<file path="config.mk">
export PLATFORM = sky130hd
export DESIGN_NAME = port_pm_runtime_registers
export DESIGN_NICKNAME = d
export VERILOG_FILES = /design/src/rtl/frame_index_counter.v /design/src/rtl/port_pm_runtime_registers.v
export VERILOG_INCLUDE_DIRS = /design/src /design/src/inc
export SDC_FILE = /design/constraint.sdc
export NUM_CORES = 1
export LEC_CHECK = 0
export BUFFER_PORTS_ARGS = -buffer_cell sky130_fd_sc_hd__buf_2
export CAP_MARGIN = 20
export CORE_UTILIZATION = 35
export DETAILED_ROUTE_END_ITERATION = 12
export HOLD_SLACK_MARGIN = 0.15
export PLACE_DENSITY_LB_ADDON = 0.25
export SLEW_MARGIN = 20
export SYNTH_ARGS = -nofsm -noshare
export SYNTH_HDL_FRONTEND = slang
export SYNTH_SLANG_ARGS = --single-unit
</file>
<file path="constraint.sdc">
create_clock -name clk -period 2.8 [get_ports clk]
set_input_delay 0.28 -clock clk [delete_from_list [all_inputs] [get_ports clk]]
set_output_delay 0.28 -clock clk [all_outputs]
set_load 0.01 [all_outputs]
</file>
<file path="src/inc/port_pm_runtime_defines.vh">
`ifndef PORT_PM_RUNTIME_DEFINES_VH
`define PORT_PM_RUNTIME_DEFINES_VH

`define OFS_PORT_PM 32'h0000_0404
`define OFS_PORT_LINK 32'h0000_0408
`define OFS_PORT_STRIDE 32'h0000_0010
`define OFS_FRAME_INDEX 32'h0000_0000
`define OFS_INTR_BASE 32'h0000_0020
`define OFS_INTR_LAST 32'h0000_0100
`define INTR_STRIDE_SHIFT 5
`define NUM_INTR 8

`define SS_WR_MASK 32'h0001_FFFF
`define SS_STICKY_MASK 32'h0000_FFFF
`define HS_WR_MASK 32'hF000_FFF8
`define HS_STATUS_MASK 32'h0000_0007
`define INTR_ENABLE_BIT 1
`define INTR_PENDING_BIT 0
`define FRAME_WIDTH 14
`define LINK_ERR_WIDTH 16
`define RESET_VALUE 32'h0000_0000

`define CLK_PERIOD_NS 5
`define FRAME_TIME_NS 125000
`define FRAME_TICKS (`FRAME_TIME_NS / `CLK_PERIOD_NS)

`endif

</file>
<file path="src/rtl/frame_index_counter.v">
`timescale 1ns/1ps
`include "port_pm_runtime_defines.vh"
module frame_index_counter #(
  parameter TICKS = `FRAME_TICKS
) (
  input wire clk,
  input wire rst_n,
  output reg [`FRAME_WIDTH-1:0] frame_ff
);
  reg [31:0] div_ff;
  wire tick;

  assign tick = (div_ff == TICKS - 1);

  always @(posedge clk or negedge rst_n) begin
    if (!rst_n) begin
      div_ff <= 32'h0000_0000;
      frame_ff <= {`FRAME_WIDTH{1'b0}};
    end else begin
      div_ff <= tick ? 32'h0000_0000 : div_ff + 32'h0000_0001;
      if (tick) begin
        frame_ff <= frame_ff + {{(`FRAME_WIDTH-1){1'b0}}, 1'b1};
      end
    end
  end
endmodule

</file>
<file path="src/rtl/port_pm_runtime_registers.v">
`timescale 1ns/1ps
`include "port_pm_runtime_defines.vh"
module port_pm_runtime_registers #(
  parameter NUM_PORTS = 4,
  parameter SS_PORT_MASK = 4'b0011,
  parameter FRAME_TICKS = `FRAME_TICKS
) (
  input wire clk,
  input wire rst_n,
  input wire global_reset_input,
  input wire host_reset,
  input wire [31:0] bar0_base,
  input wire [31:0] op_offset,
  input wire [31:0] rt_offset,
  input wire reg_wr_en,
  input wire reg_rd_en,
  input wire [31:0] reg_addr,
  input wire [31:0] reg_wdata,
  output reg [31:0] reg_rdata,
  output reg reg_rd_valid,
  input wire [NUM_PORTS*3-1:0] sleep_entry_result,
  input wire [NUM_PORTS*16-1:0] link_error_count,
  input wire [`NUM_INTR-1:0] intr_event,
  output wire [NUM_PORTS*32-1:0] port_pm_ctrl,
  output wire [`NUM_INTR-1:0] intr_enable,
  output wire [`NUM_INTR-1:0] intr_pending,
  output wire [`FRAME_WIDTH-1:0] periodic_frame_counter
);

  ////////////////////////////////////////////////////////////////
  // address decode
  function [32:0] port_hit;
    input [31:0] rel;
    input [31:0] base;
    reg [31:0] d;
    begin
      d = rel - base;
      port_hit = {(d[3:0] == 4'h0) && ((d >> 4) < NUM_PORTS), d >> 4};
    end
  endfunction

  function is_superspeed;
    input [31:0] port;
    begin
      is_superspeed = (port < NUM_PORTS) && SS_PORT_MASK[port];
    end
  endfunction

  wire [31:0] op_rel = reg_addr - (bar0_base + op_offset);
  wire [31:0] rt_rel = reg_addr - (bar0_base + rt_offset);
  wire [32:0] pm_dec = port_hit(op_rel, `OFS_PORT_PM);
  wire [32:0] li_dec = port_hit(op_rel, `OFS_PORT_LINK);
  wire pm_hit = pm_dec[32];
  wire li_hit = li_dec[32];
  wire [31:0] pm_idx = pm_dec[31:0];
  wire [31:0] li_idx = li_dec[31:0];
  wire fi_hit = (rt_rel == `OFS_FRAME_INDEX);
  wire in_hit = (rt_rel[4:0] == 5'h00) && (rt_rel >= `OFS_INTR_BASE) && (rt_rel <= `OFS_INTR_LAST);
  wire [31:0] in_sh = (rt_rel >> `INTR_STRIDE_SHIFT) - 32'h0000_0001;
  wire [2:0] in_idx = in_sh[2:0];
  wire pm_ss = is_superspeed(pm_idx);
  wire li_ss = is_superspeed(li_idx);

  // one-hot write strobes
  reg [NUM_PORTS-1:0] pm_wr;
  reg [`NUM_INTR-1:0] in_wr;

  always @* begin
    pm_wr = {NUM_PORTS{1'b0}};
    in_wr = {`NUM_INTR{1'b0}};
    if (reg_wr_en && pm_hit) begin
      pm_wr[pm_idx] = 1'b1;
    end
    if (reg_wr_en && in_hit) begin
      in_wr[in_idx] = 1'b1;
    end
  end

  ////////////////////////////////////////////////////////////////
  // global reset pin synchroniser
  // pin is asynchronous to clk
  reg global_reset_input_meta_ff;
  reg global_reset_input_ff;

  always @(posedge clk or negedge rst_n) begin
    if (!rst_n) begin
      global_reset_input_meta_ff <= 1'b0;
      global_reset_input_ff <= 1'b0;
    end else begin
      global_reset_input_meta_ff <= global_reset_input;
      global_reset_input_ff <= global_reset_input_meta_ff;
    end
  end

  ////////////////////////////////////////////////////////////////
  // port power-management registers
  reg [31:0] pm_ff [0:NUM_PORTS-1];
  integer p;

  function [31:0] wr_mask;
    input integer port;
    begin
      wr_mask = is_superspeed(port) ? `SS_WR_MASK : `HS_WR_MASK;
    end
  endfunction

  function [31:0] sticky_mask;
    input integer port;
    begin
      sticky_mask = is_superspeed(port) ? `SS_STICKY_MASK : 32'h0000_0000;
    end
  endfunction

  always @(posedge clk or negedge rst_n) begin
    if (!rst_n) begin
      for (p = 0; p < NUM_PORTS; p = p + 1) begin
        pm_ff[p] <= `RESET_VALUE;
      end
    end else begin
      for (p = 0; p < NUM_PORTS; p = p + 1) begin
        if (global_reset_input_ff) begin
          pm_ff[p] <= `RESET_VALUE;
        end else if (host_reset) begin
          // host reset keeps sticky timeouts
          pm_ff[p] <= pm_ff[p] & sticky_mask(p);
        end else if (pm_wr[p]) begin
          pm_ff[p] <= reg_wdata & wr_mask(p);
        end
      end
    end
  end

  genvar g;
  generate
    for (g = 0; g < NUM_PORTS; g = g + 1) begin : g_out
      assign port_pm_ctrl[g*32 +: 32] = pm_ff[g];
    end
  endgenerate

  ////////////////////////////////////////////////////////////////
  // interrupter management registers
  reg [`NUM_INTR-1:0] ie_ff;
  reg [`NUM_INTR-1:0] ip_ff;
  reg [`NUM_INTR-1:0] nxt_ie;
  reg [`NUM_INTR-1:0] nxt_ip;
  integer i;

  always @* begin
    nxt_ie = ie_ff;
    nxt_ip = ip_ff;
    for (i = 0; i < `NUM_INTR; i = i + 1) begin
      if (in_wr[i]) begin
        nxt_ie[i] = reg_wdata[`INTR_ENABLE_BIT];
        if (reg_wdata[`INTR_PENDING_BIT]) begin
          nxt_ip[i] = 1'b0;
        end
      end
      if (intr_event[i]) begin
        nxt_ip[i] = 1'b1; // set wins over clear
      end
    end
  end

  always @(posedge clk or negedge rst_n) begin
    if (!rst_n) begin
      ie_ff <= {`NUM_INTR{1'b0}};
      ip_ff <= {`NUM_INTR{1'b0}};
    end else if (host_reset) begin
      ie_ff <= {`NUM_INTR{1'b0}};
      ip_ff <= {`NUM_INTR{1'b0}};
    end else begin
      ie_ff <= nxt_ie;
      ip_ff <= nxt_ip;
    end
  end

  assign intr_enable = ie_ff;
  assign intr_pending = ip_ff;

  ////////////////////////////////////////////////////////////////
  // periodic frame counter
  frame_index_counter #(
    .TICKS(FRAME_TICKS)
  ) u_frame (
    .clk(clk),
    .rst_n(rst_n),
    .frame_ff(periodic_frame_counter)
  );

  ////////////////////////////////////////////////////////////////
  // read path
  reg [31:0] nxt_rdata;

  always @* begin
    // unmapped space reads zero
    nxt_rdata = 32'h0000_0000;
    if (pm_hit) begin
      nxt_rdata = pm_ff[pm_idx];
      if (!pm_ss) begin
        nxt_rdata = (pm_ff[pm_idx] & ~`HS_STATUS_MASK) | {29'h0, sleep_entry_result[pm_idx*3 +: 3]};
      end
    end else if (li_hit) begin
      if (li_ss) begin
        nxt_rdata = {16'h0000, link_error_count[li_idx*16 +: 16]};
      end
    end else if (fi_hit) begin
      nxt_rdata = {18'h0, periodic_frame_counter};
    end else if (in_hit) begin
      nxt_rdata = {30'h0, ie_ff[in_idx], ip_ff[in_idx]};
    end
  end

  always @(posedge clk or negedge rst_n) begin
    if (!rst_n) begin
      reg_rdata <= 32'h0000_0000;
      reg_rd_valid <= 1'b0;
    end else begin
      reg_rd_valid <= reg_rd_en;
      if (reg_rd_en) begin
        reg_rdata <= nxt_rdata;
      end
    end
  end

endmodule

</file>
## Word level (Yosys, flattened, before mapping)

Cells that the tools add are included.
W data, S select, Z words.

| word-level totals | value |
|---|---|
| register bits after elaboration | 225 |
| input port bits | 250 |
| output and inout bits | 191 |
| word-level logic and storage cells | 171 |

| operators by class | value |
|---|---|
| add/subtract/negate cells | 9 |
| $mul | 1 |
| order comparisons | 10 |
| equal/unequal tests | 2 |
| shifts and indexed selects | 2 |
| multiplexer cells | 63 |
| bitwise logic cells | 2 |
| reductions and logical operators | 54 |

Operators with widths:

| cell | count |
|---|---|
| $mux W32 | 18 |
| $lt A28 B3 Y1 const B | 4 |
| $add A32 B32 Y32 | 2 |
| $bmux W32 S2 | 1 |
| $shiftx A64 B33 Y16 | 1 |
| $sub A32 B11 Y32 const B | 2 |
| $sub A32 B32 Y32 | 2 |
| $reduce_bool A3 Y1 | 20 |
| $ge A33 B3 Y1 const B | 1 |
| $not A28 Y33 | 1 |
| $add A32 B1 Y32 const B | 1 |
| $eq A32 B15 Y1 const B | 1 |
| $ge A32 B6 Y1 const B | 1 |
| $le A32 B9 Y1 const B | 1 |
| $logic_not A32 Y1 | 1 |
| $or A32 B3 Y32 | 1 |
| $mux W1 | 31 |
| $shiftx A12 B31 Y3 | 1 |
| $mul A28 B2 Y30 const B | 1 |
| $ge A28 B1 Y1 const B | 1 |
| $mux W8 | 3 |
| $reduce_and A2 Y1 | 10 |
| $reduce_bool A2 Y1 | 10 |
| $mux W16 | 1 |
| other kinds (15) | 27 |

## Longest topological paths before layout

Gate-level depths: netlist (run 1).

| logic depth | value |
|---|---|
| word-level depth | 11 |
| mapped depth | 27 |
| depth with buffers taken out | 24 |

## Cells and area by module

From an unflattened synthesis (run 1), not the netlist that was laid out.

| second synthesis, totals | value |
|---|---|
| cells, all modules | 1879 |
| area, all modules | 16204.3 um2 |

By module, submodules not included:

| module | times used | cells each | area an instance (um2) | seq. area each (um2) |
|---|---|---|---|---|
| port_pm_runtime_registers | 1 | 1679 | 13930.9 | 2702.6 |
| frame_index_counter | 1 | 200 | 2273.4 | 1151.1 |

## Worst setup path before layout (run 1)

Ideal clock, no wire load.

| timing path | value |
|---|---|
| kind | in2reg |
| from | input bar0_base[2] |
| to | register reg_rdata[0] |
| library setup time | 0.082 ns |
| arrival time | 5.656 ns |
| data required time | 2.718 ns |
| path slack | -2.938 ns |
| cell stages on the path | 21 |
| buffers on the path | 5 |
| cell sequence | inv_1 fa_1 ha_1 buf_6 nor2b_4 buf_6 o22ai_1 xnor2_1 xnor2_1 buf_2 buf_2 buf_2 inv_1 ha_1 fa_1 xnor2_1 mux4_2 o21ai_0 a21oi_1 a31o_2 a31oi_1 |

| on the way | value |
|---|---|
| cells in the longest elaborated chain, start to end | 9 |
| elaborated cells on any way between the ends | 41 |
| classes of those cells | add/sub: 7; mul: 1; order compare: 4; shift: 2; mux: 15; bitwise: 2; reduce/logical: 10 |

RTL lines:

| element | line | text |
|---|---|---|
| start: declaration | port_pm_runtime_registers.v:12 | `input wire [31:0] bar0_base,` |
| parallel branches: the longest is 8 deep, another holds $add A32 B32 Y32 | -- |  |
| $mux W32 (*) | port_pm_runtime_registers.v:197 | `if (pm_hit) begin` |
| end signal: assignment | port_pm_runtime_registers.v:220 | `reg_rdata <= nxt_rdata;` |
| end: declaration | port_pm_runtime_registers.v:19 | `output reg [31:0] reg_rdata,` |

Mark *: on every way between the ends. The select of a mux whose other input is x is not followed.
A chain may end at the register's enable or synchronous reset.

## Final worst setup path (run 1)

| timing path | value |
|---|---|
| from | input reg_addr[0] |
| to | register pm_ff (netlist bit port_pm_ctrl[101]) |

| on the way | value |
|---|---|
| cells in the longest elaborated chain, start to end | 8 |
| elaborated cells on any way between the ends | 13 |
| classes of those cells | add/sub: 2; order compare: 3; mux: 3; reduce/logical: 5 |

RTL lines:

| element | line | text |
|---|---|---|
| start: declaration | port_pm_runtime_registers.v:17 | `input wire [31:0] reg_addr,` |
| $sub A32 B32 Y32 (*) | port_pm_runtime_registers.v:49 | `wire [31:0] op_rel = reg_addr - (bar0_base + op_offset);` |
| $sub A32 B11 Y32 (*) | port_pm_runtime_registers.v:37 | `d = rel - base;` |
| $ge A28 B1 Y1 (implied by the code) or $lt A28 B3 Y1 (tied branches) | port_pm_runtime_registers.v:72, port_pm_runtime_registers.v:38 |  |
| $logic_and A1 B1 Y1 (implied by the code) | port_pm_runtime_registers.v:72 | `pm_wr[pm_idx] = 1'b1;` |
| $mux W1 (implied by the code) | port_pm_runtime_registers.v:72 |  |
| $demux W1 S2 | port_pm_runtime_registers.v:72 |  |
| $mux W4 (*) | port_pm_runtime_registers.v:71 | `if (reg_wr_en && pm_hit) begin` |
| $reduce_bool A3 Y1 (no line) (*) | -- |  |
| end signal: indexed assignment | port_pm_runtime_registers.v:117 | `` pm_ff[p] <= `RESET_VALUE; `` |
| end signal: indexed assignment | port_pm_runtime_registers.v:122 | `` pm_ff[p] <= `RESET_VALUE; `` |
| end signal: indexed assignment | port_pm_runtime_registers.v:125 | `pm_ff[p] <= pm_ff[p] & sticky_mask(p);` |
| end: declaration | port_pm_runtime_registers.v:97 | `reg [31:0] pm_ff [0:NUM_PORTS-1];` |

Mark *: on every way between the ends. The rest lies on a longest branch, timed or not.

==> results of run 1 <==
repair_timing:
action                                  CTS  global route
endpoints found under the setup margin  105           105
endpoints found under the hold margin   112             0
pin swaps                                33            24
resized for setup                        35            56
gates cloned                              2             1
hold buffers                             24             0
setup buffers                            12            10
worst max-delay path, cell delays in order:
cell,delay [ns]
buf_8,0.10
fa_1,0.58
inv_1,0.06
ha_2,0.17
o211a_1,0.22
or3_4,0.39
nand2_4,0.09
ha_4,0.13
inv_2,0.04
or4_4,0.50
a222oi_1,0.35
nand3_1,0.19
xnor2_2,0.17
ha_2,0.18
nand4_1,0.13
nor4_1,0.27
o2111ai_1,0.18
nor4_2,0.20
nand4_1,0.18
nor4_4,0.23
buf_4,0.19
buf_12,0.14
buf_12,0.15
nand4_1,0.12
a21oi_1,0.19
how the worst min path moves through the flow:
stage | start | endpoint | slack, ns | depth (start not counted)
after floorplan | rst_n | global_reset_input_ff$_DFF_PN0_ | -0.02 | 0
after global placement | global_reset_input_meta_ff$_DFF_PN0_ | global_reset_input_ff$_DFF_PN0_ | 0.34 | 0
after detailed placement | global_reset_input_meta_ff$_DFF_PN0_ | global_reset_input_ff$_DFF_PN0_ | 0.35 | 0
after CTS | reg_wdata[13] | port_pm_ctrl[77]$_DFFE_PN0P_ | 0.15 | 3
after global routing | reg_wdata[13] | port_pm_ctrl[77]$_DFFE_PN0P_ | 0.16 | 3
final | reg_wdata[13] | port_pm_ctrl[77]$_DFFE_PN0P_ | 0.17 | 3
sequential cells by signal, indices dropped and copies added, names as in the netlist:
| register | flops |
|---|---|
| global_reset_input_ff | 1 |
| global_reset_input_meta_ff | 1 |
| intr_enable | 8 |
| intr_pending | 8 |
| port_pm_ctrl | 68 |
| reg_rd_valid | 1 |
| reg_rdata | 21 |
| u_frame.div_ff | 32 |
| u_frame.frame_ff | 14 |
Yosys cell counts, types with 24 or more instances:
| library cell | count |
|---|---|
| xnor2_1 | 56 |
| dfrtp_1 | 154 |
| fa_1 | 63 |
| nand4_1 | 92 |
| buf_2 | 26 |
| nor2_1 | 106 |
| nor3_1 | 24 |
| a21o_1 | 36 |
| nand3_1 | 54 |
| o21ai_0 | 118 |
| a31oi_1 | 24 |
| mux2i_1 | 34 |
| ha_1 | 80 |
| nand2_1 | 122 |
| clkbuf_1 | 71 |
| nand4b_1 | 39 |
| inv_1 | 147 |
| a21oi_1 | 175 |
| buf_4 | 71 |
| xor2_1 | 35 |
power by group:
group          switching [W]  internal [W]
registers          0.0000198       0.00225
clock network        0.00106       0.00135
logic                0.00542       0.00489
total                0.00651       0.00848
per-stage QoR:
stage | setup WS [ns] | area, um^2 | power (W) | TNS, ns | hold WS (ns)
after global routing | -2.57 | 23400 | 0.0160 | -248.98 | 0.160
after floorplan | -2.44 | 16800 | 0.00779 | -225.20 | -0.0156
after CTS | -2.28 | 23100 | 0.0149 | -217.55 | 0.150
after global placement | -2.75 | 22000 | 0.0122 | -268.31 | 0.343
after detailed placement | -2.92 | 22000 | 0.0123 | -283.35 | 0.346
final | -2.28 | 23400 | 0.0150 | -219.35 | 0.170
cell usage in the layout (no fill, tap or decap), types with 12 or more instances in the layout:
cell / count
fa_1: 62
ha_1: 75
mux2i_1: 34
nand2b_1: 21
o21ai_0: 79
nor3_1: 24
mux2_2: 17
dlygate4sd3_1: 24
inv_1: 142
nor4_1: 13
or3_1: 12
mux4_2: 22
a31oi_1: 24
a211oi_1: 18
conb_1: 71
xnor2_1: 49
dfrtp_1: 154
nand2_1: 121
nand4_1: 92
nand4b_1: 39
o211ai_1: 17
xor2_1: 35
a31o_2: 14
o21ai_1: 42
clkbuf_16: 18
and2_1: 18
and3_1: 16
a21o_1: 36
nand3_1: 53
buf_2: 326
nor2b_1: 12
nor2_1: 102
a21oi_1: 167
buf_4: 485
kinds of logic (layout without fill, tap and decap cells):
family / Yosys count / after routing / synth area share
adder cells (fa/ha/maj): 143 / 143 / 0.139
AND/OR/NAND/NOR: 599 / 599 / 0.202
AO/OA/AOI/OAI: 541 / 541 / 0.215
other: 1 / 71 / 0.000230
flip-flops: 154 / 154 / 0.236
multiplexers: 73 / 73 / 0.0629
XOR/XNOR: 92 / 92 / 0.0498
buffers and inverters: 327 / 1040 / 0.0954
routing by layer:
metal  routed length (um)  global-route usage  up-vias
met5                    0                   0        -
met4                  793              0.0438        0
met3                 3210              0.0333       55
met2                27300               0.397      576
met1                26100               0.325     8468
li1                     -                   -     8473
final cells by class:
| type | count | area [um^2] | area share |
|---|---|---|---|
| sequential | 154 | 3850 | 0.165 |
| timing repair buffer | 860 | 5940 | 0.254 |
| tap | 600 | 751 | 0.0321 |
| clock buffer | 17 | 425 | 0.0182 |
| clock inverter | 15 | 179 | 0.00766 |
| inverter | 148 | 571 | 0.0244 |
| multi-input combinational | 1519 | 11600 | 0.498 |
==> metrics, run 1 <==
max-cap viol count 0; f_max 197 MHz; Ports 441; Overflow after GRT 0; clock skew 0.0141 ns; flop and latch count out of synthesis 154; initial antenna violation count 0; via density per instance 5.30; synth unique cells 102; CP Capture Type flop; fillers 4368; first drt pass iteration count 8; All-Layer GR Usage 0.237; Pins Over Slew Limit 0; CP Launch Type primary input; largest net degree at the start of global routing 75; relative slew slack 0.472; Power Density 642 nW/um^2; Sink Count 154; cell taking the most area after synthesis dfrtp_1; run status finished, violations left; dpl cells 3236; nets 3093; CTS tree yes; core area 45700 um^2; Vias 17600; Diodes inserted 0; chip width 218 um; TritonCTS Buffers 17; final core occ 0.511; FF-to-FF setup slack 0.57 ns; kind of critical path in2reg; area grow syn2layout 43.0%; number of global-route vias before repair 17200; H-tree depth 4; worst setup path end port_pm_ctrl[101]$_DFFE_PN0P_; failing checks negative setup slack; # rows 78; wire per inst 17.3 um; register area share after synthesis 0.236; VDD IR max 763 uV; worst r2r src u_frame.div_ff[0]$_DFF_PN0_; Setup crit start reg_addr[0]; Worst R2R End u_frame.frame_ff[11]$_DFFE_PN0N_; Syn Area/Cell 8.46 um^2; I/O Buffers 330; GPL Wtd Cong 0.914; Initial Util 0.357; Yosys warnings 0; Synth area leaders dfrtp_1 24%, fa_1 7.7%, ha_1 6.1%; Async S/R FF share, synth 1.00; leakage 11.3 nW; Iteration-0 DRC Markers 1396; R2R cell count 11; Clock Path Buffers 2; global-route wire length before repair 90.6 mm; Post-synth EDFFs 0; Clock Root Buffer clkbuf_16; Worst-Margin Slew 0.792 ns; share of layout cells above drive strength 1 0.380; Detail Route Antenna Nets 0; Yosys top cell area share 0.236; critical path arrival 5.43 ns; Clock transition at path regs 0.07 ns; Syn Inst Count 1930; CP required 3.15 ns; final worst slack -2.28 ns; Setup violations, final 105; period utilisation layout 1.81; fin cells 3313; Netlist Area Pre-Place 16300 um^2; total detailed-routing wirelength 57.4 mm; CP Max Fanout 19; Die Y 218 um; worst min path class in2reg; Final min period 5.08 ns; Detailed Place HPWL 46.1 mm; Post-synth top flop dfrtp_1; Skew-Pair Late Insertion Delay 0.43 ns; Fin. Hold Viols 0; DRC violations left 0; die area 47500 um^2; unrepaired setup endpoints after global routing yes
No activity file was read; power rests on OpenSTA's default activity.
==> run 2, diff against run 1 <==
Settings changed: CTS_CLUSTER_SIZE set to 12, RECOVER_POWER set to 25.
Clock period 2.8 ns to 4.67 ns, I/O delays scaled along.
==> run 2 against run 1 <==
  * The flow still finishes with violations (negative setup slack)
  * Combinational power shrank 43%
  * Global-route usage down 0.53 points
  * Via count shrank 1.3%
  * Design area down 3.3%
  * Cell count down 3.4%
  * Utilization down 1.7 points
  * Clock power shrank 39%
  * Hold slack improved by 0.084 ns
  * Critical path type unchanged
  * Highest routed layer unchanged
==> metrics, run 2 (synthesized netlist as in run 1, its figures left out) <==
unrepaired setup endpoints after global routing yes; dpl cells 3145; Setup violations, final 89; run status finished, violations left; Skew-Pair Late Insertion Delay 0.44 ns; DP Area 21200 um^2; Detail Route Antenna Nets 0; fillers 4421; critical path arrival 5.61 ns; Pins Over Slew Limit 0; f_max 190 MHz; Initial Util 0.357; most common cell after layout, fill and taps aside buf_4; CP Max Fanout 7; All-Layer GR Usage 0.232; nets 2977; total detailed-routing wirelength 56.7 mm; worst r2r src u_frame.div_ff[0]$_DFF_PN0_; clock skew 0.0109 ns; FF-to-FF setup slack 2.28 ns; max-cap viol count 0; relative slew slack 0.402; period utilisation layout 1.13; initial antenna violation count 1; I/O Buffers 330; Tot Pwr 0.00864 W; Iteration-0 DRC Markers 1372; Die Y 218 um; Detailed Place HPWL 45.1 mm; fin cells 3199; CP required 5.02 ns; VDD IR max 375 uV; R2R cell count 12; Final Hold Slack 0.254 ns; final worst slack -0.590 ns; final instance area 22600 um^2; Worst-Margin Slew 0.898 ns; Clock Root Buffer clkbuf_16; GPL Wtd Cong 0.924; TritonCTS Buffers 17; H-tree depth 4; DRC violations left 0; chip width 218 um; register area 3850 um^2; Ports 441; core area 45700 um^2; die area 47500 um^2; # rows 78; wire per inst 17.7 um; Sink Count 154; hold worst-path end intr_pending[4]$_DFFE_PN0P_; via density per instance 5.42; leakage 10.8 nW; hold depth 3; multi-input logic area 11700 um^2; largest net degree at the start of global routing 60; Worst R2R End u_frame.frame_ff[11]$_DFFE_PN0N_; Fin. Hold Viols 0; kind of critical path in2reg; CP Launch Type primary input; CTS tree yes; worst min path class in2reg; Final min period 5.26 ns; max reg flops 68; Power Density 383 nW/um^2; commonest non-fill, non-tap cells in the layout 391 x buf_4, 327 x buf_2, 169 x a21oi_1; global-route wire length before repair 88.6 mm; Clock transition at path regs 0.07 ns; failing checks negative setup slack; Overflow after GRT 0; CP Capture Type flop; Clock Path Buffers 2; pre-CTS WS -1.15 ns; first drt pass iteration count 6; Vias 17300; area grow syn2layout 38.3%; Hold Crit Start intr_event[4]; number of global-route vias before repair 16800; share of layout cells above drive strength 1 0.362
==> run 2: area by class of cell <==
| cell class | instances | share of cell area |
|---|---|---|
| inverter | 148 | 0.0252 |
| clock inverter | 14 | 0.00820 |
| clock buffer | 18 | 0.0194 |
| multi-input combinational | 1519 | 0.519 |
| sequential | 154 | 0.171 |
| timing repair buffer | 744 | 0.224 |
| antenna | 2 | 0.000222 |
| tap | 600 | 0.0332 |
==> run 2: where the power goes <==
group / internal [W] / switching (W) / total, W
Sequential: 0.00135 / 0.0000110 / 0.00136
Combinational: 0.00267 / 0.00315 / 0.00583
Clock: 0.000825 / 0.000631 / 0.00146
Total: 0.00484 / 0.00380 / 0.00864
==> run 2: what timing repair did <==
item | 4_1_cts | 5_1_grt
resized for setup | 39 | 102
endpoints found under the setup margin | 101 | 105
hold endpoints to repair | 58 | 0
buffers inserted | 7 | 4
pin swaps | 47 | 50
hold buffers | 2 | 0
gates cloned | 3 | 5
==> run 2: worst max path at each step <==
stage | from | end | slack [ns]
after global routing | reg_addr[0] | port_pm_ctrl[48]$_DFFE_PN0P_ | -0.84
after CTS | reg_addr[0] | reg_rdata[28]$_DFFE_PN0P_ | -0.55
after detailed placement | bar0_base[2] | port_pm_ctrl[111]$_DFFE_PN0P_ | -1.15
after global placement | bar0_base[2] | port_pm_ctrl[94]$_DFFE_PN0P_ | -1.07
final | reg_addr[0] | port_pm_ctrl[48]$_DFFE_PN0P_ | -0.59
after floorplan | bar0_base[2] | reg_rdata[28]$_DFFE_PN0P_ | -0.76
==> run 2: per-stage QoR <==
step                      setup TNS, ns   util
after floorplan                  -57.71      -
after global placement           -97.48  0.464
after detailed placement        -104.14  0.464
after CTS                        -44.86  0.484
after global routing             -66.94  0.494
final                            -43.45  0.494
==> run 2: worst max-delay path, stage by stage <==
cell and delay (ns):
buf_6 0.10, fa_2 0.60, inv_2 0.05, ha_4 0.15
o211a_1 0.21, or3_4 0.39, nand2_4 0.09, ha_4 0.13
inv_2 0.04, or4_4 0.50, a222oi_1 0.32, nand3_1 0.15
xnor2_1 0.19, ha_2 0.18, nand4_1 0.14, buf_4 0.19
nor4_4 0.14, o2111ai_2 0.14, nor4_2 0.19, nand4_1 0.17
nor4_4 0.23, buf_4 0.19, buf_12 0.16, buf_12 0.11
buf_16 0.10, nand3_1 0.08, a21oi_1 0.18
==> run 2: routing by layer <==
| layer | track usage | routed length [um] | vias up |
|---|---|---|---|
| li1 | - | - | 8247 |
| met1 | 0.316 | 25200 | 8486 |
| met5 | 0 | 0 | - |
| met2 | 0.392 | 27500 | 556 |
| met4 | 0.0473 | 783 | 0 |
| met3 | 0.0269 | 3280 | 49 |
==> run 3, diff against run 2 <==
Settings changed: CORE_ASPECT_RATIO set to 0.75.
==> run 3 against run 2 <==
  * The flow finishes with violations (max-capacitance violations, max-slew violations, negative setup slack)
  * Die area barely moved
  * Hold slack better by 0.015 ns
  * Combinational power grew 3.9%
  * Flip-flop and latch count unchanged
  * Clock-buffer cell count is the same
  * Largest cell class unchanged
  * Critical path depth fell by 5
  * Routed wire length grew 3.4%
  * Cell count is 0.97% higher
  * Design area is essentially flat
  * Setup slack better by 0.0099 ns
  * Global-route usage is 1.1 points higher
==> metrics, run 3 (synthesized netlist as in run 1, its figures left out) <==
Worst-Margin Slew 2.33 ns; register area 3850 um^2; Clock transition at path regs 0.07 ns; Die Y 189 um; H-tree depth 4; chip width 251 um; first drt pass iteration count 7; top sig layer met4; Sink Count 154; Final TNS setup -42.92 ns; Setup crit start reg_addr[0]; area grow syn2layout 38.3%; relative slew slack -0.553; initial antenna violation count 2; FF-to-FF setup slack 2.42 ns; Detailed Place HPWL 46.2 mm; dpl cells 3182; CP peak stage delay 0.57 ns; kind of critical path in2reg; failing checks max-capacitance violations, max-slew violations, negative setup slack; CP required 5.02 ns; Vias 17300; Pins Over Slew Limit 92; R2R cell count 11; CTS tree yes; CP Capture Type flop; worst r2r src u_frame.div_ff[0]$_DFF_PN0_; fillers 4491; DRC violations left 0; multi-input logic area 11800 um^2; Iteration-0 DRC Markers 1395; Ports 441; unrepaired setup endpoints after global routing yes; core area 46000 um^2; Setup violations, final 93; Detail Route Antenna Nets 0; clock skew 0.0124 ns; share of layout cells above drive strength 1 0.361; worst min path class in2reg; CP Max Fanout 8; pre-CTS WS -1.18 ns; via density per instance 5.36; Power Density 392 nW/um^2; commonest non-fill, non-tap cells in the layout 397 x buf_4, 327 x buf_2, 165 x a21oi_1; GPL Wtd Cong 0.923; leakage 10.8 nW; final worst slack -0.580 ns; Fin. Hold Viols 0; most common cell after layout, fill and taps aside buf_4; fin cells 3230; total detailed-routing wirelength 58.6 mm; global-route wire length before repair 92.0 mm; CP bufs+invs 3; max-cap viol count 1; max reg flops 68; largest net degree at the start of global routing 92; M1 WL 29.0 mm; f_max 190 MHz; critical-path cell list buf_8, fa_1, inv_1, ha_2, o211a_1, or3_4, nand2_4, ha_4, inv_2, or4_4, a222oi_1, nand3_1, xnor2_1, ha_2, nand4_1, nor4_1, o2111ai_1, nor4_1, o2111ai_1, or4_4, or3b_4, o22ai_2; # rows 68; Clock Root Buffer clkbuf_16; Crit path max-delay family simple AND/OR/NAND/NOR gates; Max stage delay cell, worst path fa_1; Final min period 5.25 ns; die area 47500 um^2; VDD IR max 360 uV; TritonCTS Buffers 17; Clock Path Buffers 2; critical path arrival 5.60 ns; Worst R2R End u_frame.frame_ff[11]$_DFFE_PN0N_; wire per inst 18.1 um; Initial Util 0.355; period utilisation layout 1.12; met2 wire length 25.0 mm; All-Layer GR Usage 0.242; CP Launch Type primary input; Overflow after GRT 0; nets 2979; Skew-Pair Late Insertion Delay 0.43 ns; run status finished, violations left; worst setup path end reg_rdata[28]$_DFFE_PN0P_; Crit path depth 22; number of global-route vias before repair 16800; I/O Buffers 330; DR WL met3 3.84 mm
## run 3: report_power, final
part	switching [W]	internal, W	leakage [nW]	total, W
combinational	0.00330	0.00275	8.38	0.00606
sequential	0.0000103	0.00135	2.10	0.00136
clock	0.000599	0.000845	0.287	0.00144
## run 3: layer usage
metal / vias to the layer above / track usage
li1: 8240 / -
met1: 8361 / 0.371
met2: 637 / 0.357
met3: 60 / 0.0353
met4: 0 / 0.0478
met5: - / 0
## run 3: final cells by class
| class | count | share of cell area |
|---|---|---|
| flip-flops and latches | 154 | 0.171 |
| multi-input cells | 1519 | 0.521 |
| clock buffers | 18 | 0.0190 |
| well taps | 630 | 0.0349 |
| inverters | 148 | 0.0252 |
| diodes | 2 | 0.000222 |
| clock inverters | 13 | 0.00759 |
| repair buffers | 746 | 0.222 |
## run 3: metrics by stage
| step | total power [W] | area [um^2] | hold WS, ns | util |
|---|---|---|---|---|
| 2_1_floorplan | 0.00463 | 16700 | 0.171 | - |
| 3_3_place_gp | 0.00714 | 21300 | 0.340 | 0.463 |
| 3_5_place_dp | 0.00721 | 21300 | 0.346 | 0.463 |
| 4_1_cts | 0.00871 | 22000 | 0.151 | 0.478 |
| 5_1_grt | 0.00945 | 22600 | 0.262 | 0.490 |
| 6_report | 0.00886 | 22600 | 0.270 | 0.490 |
## run 3: worst min path at each step
stage                                                    start                              end  cells past startpoint
final                                            intr_event[1]      intr_pending[1]$_DFFE_PN0P_                      3
after global routing                             intr_event[0]      intr_pending[0]$_DFFE_PN0P_                      3
after CTS                                                rst_n     port_pm_ctrl[75]$_DFFE_PN0P_                      1
after detailed placement  global_reset_input_meta_ff$_DFF_PN0_  global_reset_input_ff$_DFF_PN0_                      0
after global placement    global_reset_input_meta_ff$_DFF_PN0_  global_reset_input_ff$_DFF_PN0_                      0
after floorplan                                          rst_n  global_reset_input_ff$_DFF_PN0_                      0
## run 3: worst min-delay path: stages
cell	delay (ns)
buf_2	0.09
inv_1	0.05
a21oi_1	0.05
## run 3: what timing repair did
action	CTS	global route
hold buffers	1	0
gates resized for setup	20	107
hold endpoints to repair	1	0
cloned	0	3
setup endpoints to repair	105	105
buffers inserted	3	8
pin swaps	12	36
